==> src/verilog/crps_pkg.sv <==
package crps_pkg;

  ////////////////////////////////////////////////////////////////////////////
  // Register map, byte addresses on the AHB-Lite slave
  localparam logic [7:0] ADDR_PWR_SAVE = 8'h00;
  localparam logic [7:0] ADDR_STATUS = 8'h04;

  // Power-save control fields
  localparam int unsigned LOW_POWER_ENABLE_BIT = 15;
  localparam int unsigned DIV_SEL_LSB = 0;
  localparam int unsigned DIV_SEL_W = 2;
  localparam logic [15:0] PWR_SAVE_RESET = 16'h0000;

  // Status register fields
  localparam int unsigned STAT_STATE_LSB = 0;
  localparam int unsigned STAT_RESET_BIT = 4;
  localparam int unsigned STAT_PEND_BIT = 8;
  localparam int unsigned STAT_ACT_SEL_LSB = 12;
  localparam int unsigned STAT_ACT_EN_BIT = 15;

  ////////////////////////////////////////////////////////////////////////////
  // Divisor select encodings and half-period lengths in oscillator falls
  localparam logic [1:0] SEL_DIV1 = 2'h0;
  localparam logic [1:0] SEL_DIV4 = 2'h1;
  localparam logic [1:0] SEL_DIV8 = 2'h2;
  localparam logic [1:0] SEL_DIV16 = 2'h3;
  localparam int unsigned HALF_W = 5;
  localparam logic [HALF_W-1:0] HALF_DIV1 = 5'h01;
  localparam logic [HALF_W-1:0] HALF_DIV4 = 5'h04;
  localparam logic [HALF_W-1:0] HALF_DIV8 = 5'h08;
  localparam logic [HALF_W-1:0] HALF_DIV16 = 5'h10;

  ////////////////////////////////////////////////////////////////////////////
  // Reset and clock timing, in oscillator falls or clock_out edges
  localparam int unsigned COLD_PIN_RESET_OSC = 28;
  localparam logic [1:0] SKIP_LOAD = 2'h1;
  localparam logic [1:0] RELEASE_FALLS = 2'h2;
  localparam logic [3:0] BUS_START_HALVES = 4'hd;
  localparam logic [1:0] APPLY_FALLS = 2'h3;

  // AHB-Lite encodings
  localparam logic [2:0] HSIZE_WORD = 3'h2;
  localparam logic HRESP_OKAY = 1'b0;

  typedef enum logic [1:0] {
    ST_RUN = 2'b00,
    ST_ASSERT = 2'b01,
    ST_HELD = 2'b11,
    ST_RELEASE = 2'b10
  } crps_rst_state_t;

  // Half period of clock_out in oscillator falls for an applied setting
  function automatic logic [HALF_W-1:0] div_half(input logic en, input logic [1:0] sel);
    logic [HALF_W-1:0] h;
    h = HALF_DIV1;
    if (en) begin
      case (sel)
        SEL_DIV4: h = HALF_DIV4;
        SEL_DIV8: h = HALF_DIV8;
        SEL_DIV16: h = HALF_DIV16;
        default: h = HALF_DIV1;
      endcase
    end
    return h;
  endfunction

endpackage

==> src/verilog/crps_div.sv <==
`timescale 1ns/100ps
module crps_div #(
  parameter int unsigned CNT_W = 5
) (
  input wire logic CLK_SYS_IN,
  input wire logic RST_IN,
  input wire logic osc_fall_in,
  input wire logic restart_in,
  input wire logic [CNT_W-1:0] half_len_in,
  output logic toggle_out
);

  logic [CNT_W-1:0] cnt_q;

  // Toggle on the last oscillator fall of a half period
  assign toggle_out = osc_fall_in && (cnt_q == CNT_W'(half_len_in - 1'b1));

  // Restart clears the count so the next half period is whole, no runt
  always_ff @(posedge CLK_SYS_IN or posedge RST_IN) begin
    if (RST_IN) begin
      cnt_q <= '0;
    end else if (restart_in || toggle_out) begin
      cnt_q <= '0;
    end else if (osc_fall_in) begin
      cnt_q <= cnt_q + 1'b1;
    end
  end

endmodule

==> src/verilog/crps_top.sv <==
// The AHB-Lite interface to the registers and the register offsets were chosen for this implementation.
`timescale 1ns/100ps
module crps_top #(
  parameter int unsigned ADDR_W = 8
) (
  input wire logic CLK_SYS_IN,
  input wire logic RST_IN,
  input wire logic OSC_IN,
  input wire logic EXTERNAL_INIT_N_IN,
  input wire logic HOLD_REQ_IN,
  input wire logic NMI_IN,
  input wire logic IRQ_TO_CORE_IN,
  input wire logic HSEL_IN,
  input wire logic [ADDR_W-1:0] HADDR_IN,
  input wire logic [1:0] HTRANS_IN,
  input wire logic HWRITE_IN,
  input wire logic [2:0] HSIZE_IN,
  input wire logic [31:0] HWDATA_IN,
  input wire logic HREADY_IN,
  output logic [31:0] HRDATA_OUT,
  output logic HREADYOUT_OUT,
  output logic HRESP_OUT,
  output logic CLOCK_OUT,
  output logic SYS_RESET_OUT,
  output logic PHASE_REALIGN_PULSE_OUT,
  output logic BUS_GRANT_ACK_OUT,
  output logic PREFETCH_EN_OUT,
  output logic BUS_START_OUT
);

  ////////////////////////////////////////////////////////////////////////////
  // Declarations
  crps_pkg::crps_rst_state_t st_q;
  logic osc_q;
  logic osc_fall;
  logic clk_q;
  logic clk_d;
  logic clk_fall;
  logic clk_edge;
  logic toggle;
  logic div_restart;
  logic release_force;
  logic [1:0] skip_q;
  logic [1:0] rel_q;
  logic [3:0] bus_cnt_q;
  logic bus_start_q;
  logic sys_reset_q;
  logic realign_q;
  logic ps_en_q;
  logic [1:0] ps_sel_q;
  logic act_en_q;
  logic [1:0] act_sel_q;
  logic [1:0] pend_q;
  logic apply_now;
  logic irq_clear;
  logic ps_write;
  logic addr_ok;
  logic wr_q;
  logic [ADDR_W-1:0] addr_q;
  logic [31:0] rdata_q;
  logic [31:0] status_word;
  logic [31:0] ctrl_word;
  logic [crps_pkg::HALF_W-1:0] half_len;

  ////////////////////////////////////////////////////////////////////////////
  // Oscillator edge detect; the input is already synchronous
  always_ff @(posedge CLK_SYS_IN or posedge RST_IN) begin
    if (RST_IN) begin
      osc_q <= 1'b0;
    end else begin
      osc_q <= OSC_IN;
    end
  end

  assign osc_fall = osc_q && !OSC_IN;

  ////////////////////////////////////////////////////////////////////////////
  // Clock divider; length follows the applied power-save setting
  assign half_len = crps_pkg::div_half(act_en_q, act_sel_q);
  assign release_force = (st_q == crps_pkg::ST_HELD) && osc_fall && EXTERNAL_INIT_N_IN
                         && clk_q;
  // Restart on realign, during a skipped beat and at each applied change
  assign div_restart = realign_q || release_force || (skip_q != 2'h0) || apply_now;

  crps_div #(
    .CNT_W(crps_pkg::HALF_W)
  ) u_div (
    .CLK_SYS_IN(CLK_SYS_IN),
    .RST_IN(RST_IN),
    .osc_fall_in(osc_fall),
    .restart_in(div_restart),
    .half_len_in(half_len),
    .toggle_out(toggle)
  );

  // Next clock level; toggles only on oscillator falls, never in a skip
  always_comb begin
    clk_d = clk_q;
    if (release_force) begin
      clk_d = 1'b0;
    end else if (toggle && (skip_q == 2'h0)) begin
      clk_d = !clk_q;
    end
  end

  assign clk_fall = clk_q && !clk_d;
  assign clk_edge = clk_q != clk_d;

  // Clock output register; divided clock drives every consumer at once
  always_ff @(posedge CLK_SYS_IN or posedge RST_IN) begin
    if (RST_IN) begin
      clk_q <= 1'b0;
    end else begin
      clk_q <= clk_d;
    end
  end

  // Skipped beat: held low for two oscillator cycles after release
  always_ff @(posedge CLK_SYS_IN or posedge RST_IN) begin
    if (RST_IN) begin
      skip_q <= 2'h0;
    end else if (release_force) begin
      skip_q <= crps_pkg::SKIP_LOAD;
    end else if (osc_fall && (skip_q != 2'h0)) begin
      skip_q <= skip_q - 1'b1;
    end
  end

  ////////////////////////////////////////////////////////////////////////////
  // Reset sequencer; the input is sampled on each oscillator fall
  always_ff @(posedge CLK_SYS_IN or posedge RST_IN) begin
    if (RST_IN) begin
      st_q <= crps_pkg::ST_HELD;
      sys_reset_q <= 1'b1;
      realign_q <= 1'b0;
      rel_q <= 2'h0;
    end else begin
      realign_q <= 1'b0;
      case (st_q)
        crps_pkg::ST_RUN: begin
          if (osc_fall && !EXTERNAL_INIT_N_IN) begin
            st_q <= crps_pkg::ST_ASSERT;
            realign_q <= 1'b1;
          end
        end
        crps_pkg::ST_ASSERT: begin
          if (osc_fall) begin
            if (!EXTERNAL_INIT_N_IN) begin
              st_q <= crps_pkg::ST_HELD;
              sys_reset_q <= 1'b1;
            end else begin
              st_q <= crps_pkg::ST_RUN;
            end
          end
        end
        crps_pkg::ST_HELD: begin
          if (osc_fall && EXTERNAL_INIT_N_IN) begin
            st_q <= crps_pkg::ST_RELEASE;
            // Forced low fall is the first of the two falls
            if (release_force) begin
              rel_q <= crps_pkg::RELEASE_FALLS - 2'h1;
            end else begin
              rel_q <= crps_pkg::RELEASE_FALLS;
            end
          end
        end
        crps_pkg::ST_RELEASE: begin
          if (osc_fall && !EXTERNAL_INIT_N_IN) begin
            st_q <= crps_pkg::ST_HELD;
            realign_q <= 1'b1;
          end else if (clk_fall) begin
            rel_q <= rel_q - 1'b1;
            if (rel_q == 2'h1) begin
              st_q <= crps_pkg::ST_RUN;
              sys_reset_q <= 1'b0;
            end
          end
        end
        default: begin
          st_q <= crps_pkg::ST_HELD;
          sys_reset_q <= 1'b1;
        end
      endcase
    end
  end

  // First bus cycle marker, thirteen clock half periods after release
  always_ff @(posedge CLK_SYS_IN or posedge RST_IN) begin
    if (RST_IN) begin
      bus_cnt_q <= 4'h0;
      bus_start_q <= 1'b0;
    end else begin
      bus_start_q <= 1'b0;
      if ((st_q == crps_pkg::ST_HELD) && osc_fall && EXTERNAL_INIT_N_IN) begin
        // Forced low edge already spends the first half period
        if (release_force) begin
          bus_cnt_q <= crps_pkg::BUS_START_HALVES - 4'h1;
        end else begin
          bus_cnt_q <= crps_pkg::BUS_START_HALVES;
        end
      end else if (st_q == crps_pkg::ST_ASSERT || st_q == crps_pkg::ST_HELD) begin
        bus_cnt_q <= 4'h0;
      end else if (clk_edge && (bus_cnt_q != 4'h0)) begin
        bus_cnt_q <= bus_cnt_q - 1'b1;
        bus_start_q <= (bus_cnt_q == 4'h1);
      end
    end
  end

  ////////////////////////////////////////////////////////////////////////////
  // Power-save control register
  assign addr_ok = HSEL_IN && HTRANS_IN[1] && HREADY_IN && (HSIZE_IN == crps_pkg::HSIZE_WORD);
  assign ps_write = wr_q && (addr_q == ADDR_W'(crps_pkg::ADDR_PWR_SAVE));
  // Only NMI and interrupts that reach the core end power save
  assign irq_clear = (NMI_IN || IRQ_TO_CORE_IN) && ps_en_q;

  // Interrupt clear beats a same-cycle write; return never sets it
  always_ff @(posedge CLK_SYS_IN or posedge RST_IN) begin
    if (RST_IN) begin
      ps_en_q <= crps_pkg::PWR_SAVE_RESET[crps_pkg::LOW_POWER_ENABLE_BIT];
      ps_sel_q <= crps_pkg::PWR_SAVE_RESET[crps_pkg::DIV_SEL_LSB +: crps_pkg::DIV_SEL_W];
    end else if (sys_reset_q) begin
      ps_en_q <= 1'b0;
      ps_sel_q <= crps_pkg::SEL_DIV1;
    end else begin
      if (ps_write) begin
        ps_sel_q <= HWDATA_IN[crps_pkg::DIV_SEL_LSB +: crps_pkg::DIV_SEL_W];
        ps_en_q <= HWDATA_IN[crps_pkg::LOW_POWER_ENABLE_BIT];
      end
      if (irq_clear) begin
        ps_en_q <= 1'b0;
      end
    end
  end

  // Change waits for the third falling clock edge, the third bus state
  assign apply_now = clk_fall && (pend_q == 2'h1);

  always_ff @(posedge CLK_SYS_IN or posedge RST_IN) begin
    if (RST_IN) begin
      pend_q <= 2'h0;
    end else if (sys_reset_q) begin
      pend_q <= 2'h0;
    end else if (ps_write || irq_clear) begin
      pend_q <= crps_pkg::APPLY_FALLS;
    end else if (clk_fall && (pend_q != 2'h0)) begin
      pend_q <= pend_q - 1'b1;
    end
  end

  // Applied only on a falling clock edge, so the output never glitches
  always_ff @(posedge CLK_SYS_IN or posedge RST_IN) begin
    if (RST_IN) begin
      act_en_q <= 1'b0;
      act_sel_q <= crps_pkg::SEL_DIV1;
    end else if (sys_reset_q) begin
      act_en_q <= 1'b0;
      act_sel_q <= crps_pkg::SEL_DIV1;
    end else if (apply_now) begin
      act_en_q <= ps_en_q;
      act_sel_q <= ps_sel_q;
    end
  end

  ////////////////////////////////////////////////////////////////////////////
  // AHB-Lite slave, zero wait states, always OKAY
  always_ff @(posedge CLK_SYS_IN or posedge RST_IN) begin
    if (RST_IN) begin
      wr_q <= 1'b0;
      addr_q <= '0;
    end else begin
      wr_q <= addr_ok && HWRITE_IN;
      addr_q <= HADDR_IN;
    end
  end

  always_comb begin
    ctrl_word = 32'h0000_0000;
    ctrl_word[crps_pkg::LOW_POWER_ENABLE_BIT] = ps_en_q;
    ctrl_word[crps_pkg::DIV_SEL_LSB +: crps_pkg::DIV_SEL_W] = ps_sel_q;
    status_word = 32'h0000_0000;
    status_word[crps_pkg::STAT_STATE_LSB +: 2] = st_q;
    status_word[crps_pkg::STAT_RESET_BIT] = sys_reset_q;
    status_word[crps_pkg::STAT_PEND_BIT] = pend_q != 2'h0;
    status_word[crps_pkg::STAT_ACT_SEL_LSB +: 2] = act_sel_q;
    status_word[crps_pkg::STAT_ACT_EN_BIT] = act_en_q;
  end

  // Read data captured in the address phase; unmapped reads give zero
  always_ff @(posedge CLK_SYS_IN or posedge RST_IN) begin
    if (RST_IN) begin
      rdata_q <= 32'h0000_0000;
    end else if (addr_ok && !HWRITE_IN) begin
      if (HADDR_IN == ADDR_W'(crps_pkg::ADDR_PWR_SAVE)) begin
        rdata_q <= ctrl_word;
      end else if (HADDR_IN == ADDR_W'(crps_pkg::ADDR_STATUS)) begin
        rdata_q <= status_word;
      end else begin
        rdata_q <= 32'h0000_0000;
      end
    end
  end

  ////////////////////////////////////////////////////////////////////////////
  // Outputs
  assign HRDATA_OUT = rdata_q;
  assign HREADYOUT_OUT = 1'b1;
  assign HRESP_OUT = crps_pkg::HRESP_OKAY;
  assign CLOCK_OUT = clk_q;
  assign SYS_RESET_OUT = sys_reset_q;
  assign PHASE_REALIGN_PULSE_OUT = realign_q;
  assign BUS_GRANT_ACK_OUT = sys_reset_q && HOLD_REQ_IN;
  assign PREFETCH_EN_OUT = !sys_reset_q;
  assign BUS_START_OUT = bus_start_q;
endmodule

==> config.mk <==
export PLATFORM = sky130hd
export DESIGN_NAME = crps_top
export DESIGN_NICKNAME = d
export VERILOG_FILES = /design/src/verilog/crps_pkg.sv /design/src/verilog/crps_div.sv /design/src/verilog/crps_top.sv
export SDC_FILE = /design/constraint.sdc
export NUM_CORES = 1
export LEC_CHECK = 0
export BUFFER_PORTS_ARGS = -buffer_cell sky130_fd_sc_hd__buf_2
export CELL_PAD_IN_SITES_DETAIL_PLACEMENT = 1
export CELL_PAD_IN_SITES_GLOBAL_PLACEMENT = 2
export CORE_MARGIN = 1
export CORE_UTILIZATION = 29
export DETAILED_ROUTE_END_ITERATION = 8
export PLACE_DENSITY = 0.86
export REMOVE_ABC_BUFFERS = 1
export SLEW_MARGIN = 20
export SYNTH_ARGS = -nofsm -noshare
export SYNTH_HDL_FRONTEND = slang
export SYNTH_SLANG_ARGS = --single-unit
==> constraint.sdc <==
create_clock -name CLK_SYS_IN -period 2.2 [get_ports CLK_SYS_IN]
set_input_delay 0.44 -clock CLK_SYS_IN [delete_from_list [all_inputs] [get_ports CLK_SYS_IN]]
set_output_delay 0.44 -clock CLK_SYS_IN [all_outputs]
set_load 0.01 [all_outputs]
==> impl_results.md, run 1 <==
* Core Region at 7890 um2
* Sw Share at 29.1%
* CTS root buffer: clkbuf_8
* #FFs+latches synth at 44
* Leakage Power at 1.37 nW
* DRC Markers at 0
* Top Family by Delay on Critical Path: compound AO/OA/AOI/OAI gates
* Via/cell ratio at 4.63
* GRT Residual Overflow at 0
* H-tree depth at 2
* Psw at 0.000548 W
* TritonCTS clock tree: done
* Status: finished, final reports clean
* Slowest stage delay, CP at 0.45 ns
* Largest area contributor in the netlist: dfrtp_1
* Most common cell after layout, fill and taps aside: dfrtp_1
* Crit path max fanout at 6
* Post CTS Setup Buffer Count at 0
* Area Overhead vs Synth at 13.9%
* CP Buf/Inv Count at 1
* GRT Util Overall at 13.1%
* EDFF count, synth at 0
* Site Rows at 32
* Initial DRC Count at 73
* Antenna violations before repair at 0
* Mapped Area at 2410 um2
* Clock transition at path regs at 0.09 ns
* RR Startpoint: act_en_q
* Number of global-route vias before repair at 1866
* Max frequency at 0.521 GHz
* Most frequent cells in the layout: dfrtp_1, buf_2, conb_1
* Yosys warns at 0
* Routed length per instance at 13.6 um
* # fillers at 899
* Clk pwr share at 34.8%
* Worst r2r path cells at 6
* Pin count of the biggest net entering global routing at 45
* Die Footprint at 8670 um2
* Finish-stage setup viols at 0
* R2r setup slk at 0.28 ns
* IO buf count at 37
* WHS at 0.160 ns
* Total CTS buffers at 5
* PwrDens at 687 nW/um2
* Initial DRT Pass Iterations at 3
* Clk_skew at 0.00512 ns
* Sequential group share of total power at 48.7%
* Primary FF master, synth: dfrtp_1
* Syn avg cell area at 10.1 um2
* Multi-input logic area at 1080 um2
* Minimum clock period at 1.92 ns
* P_int at 0.00134 W
* TNS Setup at 0 ns
* CTS Buffer Depth at 2
* Routed via count at 1772
* Unrepaired setup endpoints after global routing: false
* Clock Sinks at 44
* Initial Util at 30.5%
* Critical Path RT at 2.42 ns
* Maxcap violations at 0
* Yosys cell types at 51
* Worst R2R End: act_sel_q[0]
* First-pass GRT wire length at 8.90 mm
* WS Path Type: register to register
* Peak supply drop at 0.267 mV
* # hold bufs at CTS at 0
* I/O pins at 95
* Final Routed Wirelength at 5.22 mm
* Post-placement setup slack at 0.146 ns
* Mapped Cells at 238
* Crit end category: register
* Clock Latency Late Sink at 0.30 ns
* Fin worst setup slack at 0.281 ns
* Share of layout cells above drive strength 1 at 24.2%
* Seq/Total Area, Yosys at 45.9%
* Die span in x at 93.1 um
* Crit path DAT at 2.14 ns
* Top cells by area, synth: dfrtp_1, buf_4, ha_1, nand2_1, mux2i_1
* Nets at 342
* Final RePlAce weighted congestion at 0.701
* Hold Vio Cnt, Final at 0
* Diode count at 0
* Register Area at 1100 um2
* Hpwl dp at 4.03 mm
* Post-synth top area share at 42.6%
* Cts repair resizes at 0
* Max-slew violations at 0
* Final period utilization at 87.2%
* Worst setup SP type: register
* Chip height at 93.1 um
* Ys async rst share at 100%
* Detail Route Antenna Nets at 0
* Slowest cell on crit path: dfrtp_1
* Critical path, cell by cell: a21o_1 > a211o_1 > a211oi_4 > buf_4 > o211a_1 > mux2i_1
* HP Class: input pin to async pin
* Combinational power share at 16.5%
## power groups by stage
stage	Combinational, W	Sequential [W]	Clock [W]
global route	0.000358	0.000927	0.000703
global placement	0.000299	0.000929	0
finish	0.000310	0.000917	0.000656
CTS	0.000317	0.000917	0.000665
detailed placement	0.000315	0.000933	0
floorplan	0.000221	0.000922	0
## kinds of logic after synthesis
family          count (synthesis)  share of synthesized area [%]
compound gates                 46                           15.8
xor+xnor                        6                           2.18
fa+ha+maj                       7                           3.64
buf+inv                        49                           12.9
flops                          44                           45.9
mux                            10                           4.26
other cells                     2                          0.312
simple gates                   74                           15.0
## worst register-to-register path, stage by stage (launching register included)
cell	delay (ns)
dfrtp_1	0.45
a21o_1	0.20
a211o_1	0.31
a211oi_4	0.24
buf_4	0.18
o211a_1	0.23
mux2i_1	0.23
## metal layers
metal	wire length, um	GRT usage, %
met1	2390	16.3
met2	2640	23.2
met3	143	2.52
met4	51	3.59
met5	0	0
## final cells by class
class                   count  area share [%]
clock buffers               5            2.51
clock inverters             3            1.69
inverters                  14            1.92
multi-input cells         170            39.6
flip-flops and latches     44            40.3
well taps                 102            4.65
repair buffers             45            9.40
## stage by stage
stage          total power (W)  area [um2]  utilization (%)  std cells
2_1_floorplan          0.00114        2240                -        228
4_1_cts                0.00190        2740             34.8        383
5_1_grt                0.00199        2740             34.8        383
6_report               0.00188        2740             34.8        383
3_3_place_gp           0.00123        2630             33.3        375
3_5_place_dp           0.00125        2630             33.3        375
## synth_stat cells (all sizes together) (4+ instances only)
master / count
buf: 31
nor2: 18
xor2: 4
and3: 6
a22o: 4
o21ai: 7
ha: 7
and2: 4
dfrtp: 41
a211oi: 6
nor3: 6
inv: 13
clkbuf: 4
mux2i: 8
nand2b: 4
a21oi: 6
nand2: 23
o31ai: 4
## state kept, by name (all words and copies together), names as in the netlist
name and count:
addr_q 8, HRDATA_OUT 7, u_div.cnt_q 5, bus_cnt_q 4, act_sel_q 2, pend_q 2, ps_sel_q 2, rel_q 2
skip_q 2, st_q 2, BUS_START_OUT 1, CLOCK_OUT 1, PHASE_REALIGN_PULSE_OUT 1, SYS_RESET_OUT 1, act_en_q 1, osc_q 1
ps_en_q 1, wr_q 1
## worst max path at each step
stage / to / slack [ns] / from / depth (start not counted)
global placement: act_sel_q[1] / 0.20 / OSC_IN / 7
detailed placement: act_sel_q[0] / 0.15 / OSC_IN / 7
finish: act_sel_q[0] / 0.28 / act_en_q / 6
global route: act_sel_q[0] / 0.15 / act_sel_q[1] / 6
floorplan: act_en_q / 0.23 / OSC_IN / 5
CTS: act_sel_q[0] / 0.26 / act_en_q / 6
Note: power is estimated with default switching activity, not from simulation.
==> run 2: changes to the inputs <==
--- a/config.mk
+++ b/config.mk
@@ -9,11 +9,13 @@
 export CELL_PAD_IN_SITES_DETAIL_PLACEMENT = 1
 export CELL_PAD_IN_SITES_GLOBAL_PLACEMENT = 2
 export CORE_MARGIN = 1
-export CORE_UTILIZATION = 29
+export CORE_UTILIZATION = 31
 export DETAILED_ROUTE_END_ITERATION = 8
-export PLACE_DENSITY = 0.86
+export MAX_ROUTING_LAYER = met4
+export PLACE_DENSITY = 0.9
 export REMOVE_ABC_BUFFERS = 1
 export SLEW_MARGIN = 20
 export SYNTH_ARGS = -nofsm -noshare
 export SYNTH_HDL_FRONTEND = slang
 export SYNTH_SLANG_ARGS = --single-unit
+export TNS_END_PERCENT = 50
==> constraint.sdc (replaced) <==
create_clock -name CLK_SYS_IN -period 2.43 [get_ports CLK_SYS_IN]
set_input_delay 0.486 -clock CLK_SYS_IN [delete_from_list [all_inputs] [get_ports CLK_SYS_IN]]
set_output_delay 0.486 -clock CLK_SYS_IN [all_outputs]
set_load 0.01 [all_outputs]
==> run 2 against run 1 <==
Against the previous run: wire length down 3.1%; via count is 1.7% lower; fmax is 2.4% lower; clock skew grew 0.0015 ns; flip-flop and latch count unchanged; register-to-register slack improved by 0.18 ns; combinational power is 13% lower; worst hold slack improved by 0.13 ns; sequential power decreased by 8.9%.
==> impl_results.md, run 2 (synthesized netlist as in run 1, its figures left out) <==
* Status: finished, final reports clean
* WS Path Type: register to register
* H-tree depth at 2 (unchanged)
* Routed length per instance at 13.4 um (-1.6%)
* Die Footprint at 8120 um2 (-6.3%)
* Core Region at 7370 um2 (-6.6%)
* Area Overhead vs Synth at 12.3%
* Slowest cell on crit path: dfrtp_1
* Max-slew headroom at 63.1%
* Most frequent cells in the layout: dfrtp_1, buf_2, conb_1
* # hold bufs at CTS at 0 (unchanged)
* CP Buf/Inv Count at 1 (unchanged)
* Share of layout cells above drive strength 1 at 23.4% (-0.82 points)
* Fin worst setup slack at 0.464 ns (+0.183 ns)
* Routed via count at 1742 (-1.7%)
* Cts repair resizes at 0 (unchanged)
* Diode count at 0 (unchanged)
* Sequential group share of total power at 49.2% (+0.5 points)
* Via/cell ratio at 4.62 (-0.13%)
* Worst setup SP type: register
* Final Routed Wirelength at 5.06 mm (-3.1%)
* Initial DRT Pass Iterations at 4 (+1)
* Combinational power share at 15.9% (-0.6 points)
* Sw Share at 29.0% (-0.15 points)
* Final RePlAce weighted congestion at 0.769 (+9.7%)
* I/O pins at 95 (unchanged)
* Crit end category: register
* GRT Residual Overflow at 0 (unchanged)
* Minimum clock period at 1.97 ns (+0.0469 ns)
* Final period utilization at 80.9% (-6.3 points)
* Hold Vio Cnt, Final at 0 (unchanged)
* Most common cell after layout, fill and taps aside: dfrtp_1
* Post CTS Setup Buffer Count at 0 (unchanged)
* P_int at 0.00120 W (-9.8%)
* CTS Buffer Depth at 2 (unchanged)
* Top Family by Delay on Critical Path: compound AO/OA/AOI/OAI gates
* Peak supply drop at 0.197 mV (-26%)
* Max-slew violations at 0 (unchanged)
* Non-Filler Instances at 377 (-1.6%)
* CTS root buffer: clkbuf_8
* Psw at 0.000491 W (-10%)
* Hpwl dp at 3.79 mm (-6.0%)
* Chip height at 90.1 um (-3.2%)
* Unrepaired setup endpoints after global routing: false
* Post-placement setup slack at 0.316 ns (+0.171 ns)
* Total CTS buffers at 5 (unchanged)
* TNS Setup at 0 ns (unchanged)
* PwrDens at 627 nW/um2 (-8.7%)
* IO buf count at 37 (unchanged)
* Slowest stage delay, CP at 0.45 ns (about the same)
* Finish-stage setup viols at 0 (unchanged)
* Critical Path RT at 2.66 ns (+0.24 ns)
* Clk pwr share at 34.9% (about the same)
* Clk_skew at 0.00658 ns (+0.00147 ns)
* Clock Latency Late Sink at 0.31 ns (about the same)
* Placed inst area at 2590 um2 (-1.5%)
* GRT Util Overall at 14.0% (+0.84 points)
* Worst-Margin Slew at 0.554 ns
* Pin count of the biggest net entering global routing at 45 (unchanged)
* Crit path DAT at 2.20 ns (+0.06 ns)
* HP Class: input pin to register
* Antenna violations before repair at 0 (unchanged)
* Cell area after layout at 2700 um2 (-1.4%)
* Initial DRC Count at 51 (-30%)
* Clock Sinks at 44 (unchanged)
* Dpl cells at 369 (-1.6%)
* Leakage Power at 1.35 nW (-1.1%)
* DRC Markers at 0 (unchanged)
* Clock transition at path regs at 0.09 ns (about the same)
* Crit path max fanout at 16 (+10)
* Site Rows at 31 (-3.1%)
* First-pass GRT wire length at 8.76 mm (-1.6%)
* Initial Util at 32.7% (+2.1 points)
* Nets at 339 (-0.88%)
* TritonCTS clock tree: done
* R2r setup slk at 0.46 ns (+0.18 ns)
* Maxcap violations at 0 (unchanged)
* Number of flip-flops under the largest register name at 8 (unchanged)
* Critical path, cell by cell: a21o_1 > a211o_1 > a211oi_4 > buf_4 > o211a_1 > mux2i_1
* Number of global-route vias before repair at 1828 (-2.0%)
* Die span in x at 90.1 um (-3.2%)
* Largest reg by FF count: addr_q
* Max frequency at 0.509 GHz (-2.4%)
* Detail Route Antenna Nets at 0 (unchanged)
run 2: changes by cell type in the layout (fill, tap and decap cells not counted):
cell | before | now
buf_4 | 7 | 5
clkinv_1 | 2 | 1
inv_1 | 12 | 13
buf_12 | 1 | 0
run 2: power by group through the flow:
stage | Clock, W | Sequential, W | Combinational (W)
2_1_floorplan | 0 | 0.000834 | 0.000200
3_3_place_gp | 0 | 0.000845 | 0.000260
3_5_place_dp | 0 | 0.000849 | 0.000277
4_1_cts | 0.000607 | 0.000836 | 0.000277
5_1_grt | 0.000635 | 0.000843 | 0.000315
6_report | 0.000591 | 0.000835 | 0.000269
run 2: worst paths after layout:
check | from | end | cells after the start
setup / recovery | act_en_q | act_sel_q[1] | 6
hold / removal | HADDR_IN[5] | addr_q[5] | 1
setup reg to reg | act_en_q | act_sel_q[1] | 6
hold reg to reg | HRDATA_OUT[1] | HRDATA_OUT[1] | 2
max in group asynchronous | RST_IN | skip_q[1] | 3
min in group asynchronous | RST_IN | addr_q[4] | 3
run 2: layer usage:
layer / vias to the layer above / track usage, % / wire length, um
li1: 852 / - / -
met2: 33 / 22.8 / 2490
met1: 851 / 16.9 / 2330
met4: 0 / 4.70 / 72
met5: - / - / 0
met3: 6 / 3.47 / 168
run 2: cell type report:
| type | instances | area, um2 |
|---|---|---|
| repair buffers | 42 | 223 |
| fillers | 873 | 4670 |
| clock inverters | 3 | 46.3 |
| clock buffers | 5 | 68.8 |
| well taps | 99 | 124 |
| inverters | 14 | 52.6 |
| multi-input cells | 170 | 1080 |
| flip-flops and latches | 44 | 1100 |
run 2: through the flow:
stage               total power, W  utilization, %  hold WS (ns)
floorplan                  0.00103               -         0.456
CTS                        0.00172            36.7         0.288
finish                     0.00170            36.7         0.294
global route               0.00179            36.7         0.284
global placement           0.00111            35.1         0.461
detailed placement         0.00113            35.1         0.470
run 2: worst register-to-register path, delay by kind of cell, from the launching register on:
| kind | cells | cell delay, ns |
|---|---|---|
| buffers and inverters | 1 | 0.25 |
| flip-flops | 1 | 0.45 |
| multiplexers | 1 | 0.22 |
| AO/OA/AOI/OAI | 4 | 0.98 |
==> run 3: changes to the inputs <==
--- a/config.mk
+++ b/config.mk
@@ -5,14 +5,15 @@
 export SDC_FILE = /design/constraint.sdc
 export NUM_CORES = 1
 export LEC_CHECK = 0
+export ABC_AREA = 1
 export BUFFER_PORTS_ARGS = -buffer_cell sky130_fd_sc_hd__buf_2
 export CELL_PAD_IN_SITES_DETAIL_PLACEMENT = 1
 export CELL_PAD_IN_SITES_GLOBAL_PLACEMENT = 2
 export CORE_MARGIN = 1
-export CORE_UTILIZATION = 31
+export CORE_UTILIZATION = 28
 export DETAILED_ROUTE_END_ITERATION = 8
 export MAX_ROUTING_LAYER = met4
-export PLACE_DENSITY = 0.9
+export PLACE_DENSITY = 0.85
 export REMOVE_ABC_BUFFERS = 1
 export SLEW_MARGIN = 20
 export SYNTH_ARGS = -nofsm -noshare
==> constraint.sdc (replaced) <==
create_clock -name CLK_SYS_IN -period 1.85 [get_ports CLK_SYS_IN]
set_input_delay 0.37 -clock CLK_SYS_IN [delete_from_list [all_inputs] [get_ports CLK_SYS_IN]]
set_output_delay 0.37 -clock CLK_SYS_IN [all_outputs]
set_load 0.01 [all_outputs]
==> run 3 against run 2 <==
Against the previous run: count of clock-buffer cells in the layout unchanged; register-to-register slack got worse by 0.21 ns; wire length increased by 8.9%; the flow now finishes with violations (design-rule violations); final area increased by 7.3%; clock skew increased by 0.0029 ns; synthesized cell count increased by 26%; final cell count increased by 20%; worst hold slack got worse by 0.21 ns.
==> impl_results.md, run 3 <==
* Clock Sinks at 44 (unchanged)
* Diode count at 0 (unchanged)
* Largest area contributor in the netlist: dfrtp_1
* CTS root buffer: clkbuf_8
* WS Path Type: register to output pin
* GRT Residual Overflow at 0 (unchanged)
* Most numerous cell in the Yosys netlist: nand2_1
* Maxcap violations at 0 (unchanged)
* Yosys cell types at 37 (-27%)
* Primary FF master, synth: dfrtp_1
* Failing checks: design-rule violations
* Number of flip-flops under the largest register name at 8 (unchanged)
* Most common cell after layout, fill and taps aside: nand2_1
* Initial Util at 29.1% (-3.6 points)
* I/O pins at 95 (unchanged)
* Nets at 407 (+20%)
* Slowest cell on crit path: dfstp_2
* First-pass GRT wire length at 9.34 mm (+6.6%)
* Non-Filler Instances at 454 (+20%)
* Cts repair resizes at 0 (unchanged)
* Post CTS Setup Buffer Count at 0 (unchanged)
* Peak supply drop at 0.369 mV (+87%)
* Via/cell ratio at 4.40 (-4.8%)
* Finish-stage setup viols at 0 (unchanged)
* Critical path, cell by cell: inv_1 > buf_2
* Mapped Area at 2560 um2 (+6.5%)
* Max frequency at 0.588 GHz
* Critical Path RT at 1.48 ns (-1.18 ns)
* Crit path DAT at 1.33 ns (-0.87 ns)
* Mapped Cells at 301 (+26%)
* Initial DRC Count at 65 (+27%)
* EDFF count, synth at 0 (unchanged)
* Syn avg cell area at 8.52 um2 (-16%)
* IO buf count at 37 (unchanged)
* Dpl cells at 446 (+21%)
* Leakage Power at 1.50 nW (+11%)
* DRC Markers at 11 (+11)
* Final RePlAce weighted congestion at 0.761 (-1.1%)
* Post-synth top area share at 40.0% (-2.6 points)
* Hold Vio Cnt, Final at 0 (unchanged)
* Final Routed Wirelength at 5.51 mm (+8.9%)
* TNS Setup at 0 ns (unchanged)
* R2r setup slk at 0.25 ns (-0.21 ns)
* Die span in x at 97.7 um (+8.4%)
* Slowest stage delay, CP at 0.59 ns (+0.14 ns)
* Routed via count at 1997 (+15%)
* Chip height at 97.7 um (+8.4%)
* PwrDens at 1170 nW/um2 (+86%)
* CP Buf/Inv Count at 2 (+1)
* Crit end category: output pin
* Share of layout cells above drive strength 1 at 22.8% (-0.55 points)
* Cell area after layout at 2900 um2 (+7.3%)
* Top cells by area, synth: dfrtp_1, nand2_1, buf_4, nand3_1, inv_1
* CTS Buffer Depth at 2 (unchanged)
* Unrepaired setup endpoints after global routing: false
* Number of global-route vias before repair at 1952 (+6.8%)
* Placed inst area at 2780 um2 (+7.5%)
* Clk_skew at 0.00950 ns (+0.00292 ns)
* Clock Latency Late Sink at 0.30 ns (about the same)
* Area Overhead vs Synth at 13.1%
* Pin count of the biggest net entering global routing at 45 (unchanged)
* Antenna violations before repair at 0 (unchanged)
* Initial DRT Pass Iterations at 6 (+2)
* HP Class: input pin to async pin
* Commonest cells post-synth: nand2_1, dfrtp_1, inv_1
* Clock transition at path regs at 0.10 ns (about the same)
* Final period utilization at 91.9%
* # fillers at 1053 (+21%)
* Worst setup SP type: register
* Top Family by Delay on Critical Path: flip-flops
* Max-slew violations at 0 (unchanged)
* Die Footprint at 9540 um2 (+17%)
* Ys async rst share at 100% (unchanged)
* Core Region at 8810 um2 (+19%)
* Hpwl dp at 4.40 mm (+16%)
* Largest reg by FF count: addr_q
* # hold bufs at CTS at 0 (unchanged)
* Status: complete, but fails checks
* #FFs+latches synth at 44 (unchanged)
* H-tree depth at 2 (unchanged)
* Minimum clock period at 1.70 ns
* TritonCTS clock tree: done
* Post-placement setup slack at 0.142 ns (-0.174 ns)
* Most frequent cells in the layout: nand2_1, dfrtp_1, buf_2
* Fin worst setup slack at 0.150 ns (-0.314 ns)
* Seq/Total Area, Yosys at 43.1% (-2.8 points)
* Total CTS buffers at 5 (unchanged)
* Routed length per instance at 12.1 um (-9.5%)
* GRT Util Overall at 12.4% (-1.6 points)
* Detail Route Antenna Nets at 0 (unchanged)
* Site Rows at 34 (+9.7%)
* Yosys warns at 0 (unchanged)
* Crit path max fanout at 12 (-4)
## run 3: power breakdown
group          internal [W]  switching (W)
sequential          0.00118       0.000183
combinational      0.000460       0.000796
clock              0.000407       0.000368
## run 3: kinds of logic after synthesis
logic type / Yosys count / share of synthesized area [%]
compound gates: 31 / 6.88
xor+xnor: 5 / 1.71
fa+ha+maj: 7 / 3.42
buf+inv: 69 / 15.2
flops: 44 / 43.1
other cells: 2 / 0.293
simple gates: 143 / 29.4
## run 3: per-layer routing
metal,up-vias,GRT usage (%),part of all wire (%)
li1,998,-,-
met1,969,14.1,43
met2,28,22.9,54
met3,2,1.65,2.2
met4,0,3.15,0.62
met5,-,-,0
## run 3: path summary, 6_finish.rpt
kind	start	endpoint	depth (start not counted)
worst max-delay path	SYS_RESET_OUT	PREFETCH_EN_OUT	2
worst min-delay path	RST_IN	u_div.cnt_q[3]	3
worst max register to register	st_q[0]	u_div.cnt_q[2]	7
worst min register to register	HRDATA_OUT[12]	HRDATA_OUT[12]	2
max in group asynchronous	RST_IN	st_q[0]	3
min in group CLK_SYS_IN	HADDR_IN[0]	addr_q[0]	1
## run 3: final cells by class
class / count / area [um2] / area share (%)
Clock buffer: 5 / 68.8 / 2.37
Clock inverter: 3 / 47.5 / 1.64
Inverter: 39 / 146 / 5.05
Multi-Input combinational cell: 213 / 1160 / 40.1
Sequential cell: 44 / 1100 / 38.1
Tap cell: 108 / 135 / 4.66
Timing Repair Buffer: 42 / 235 / 8.11
## run 3: per-stage QoR
stage | utilization (%) | total power [W] | hold WS, ns
finish | 32.9 | 0.00339 | 0.0884
global route | 32.9 | 0.00367 | 0.101
CTS | 32.9 | 0.00346 | 0.0967
detailed placement | 31.6 | 0.00267 | 0.434
global placement | 31.6 | 0.00260 | 0.430
floorplan | - | 0.00229 | 0.401
## run 3: tightest hold or removal path: stages
cell and delay [ns]:
buf_2 0.10, clkinv_1 0.06, buf_12 0.24
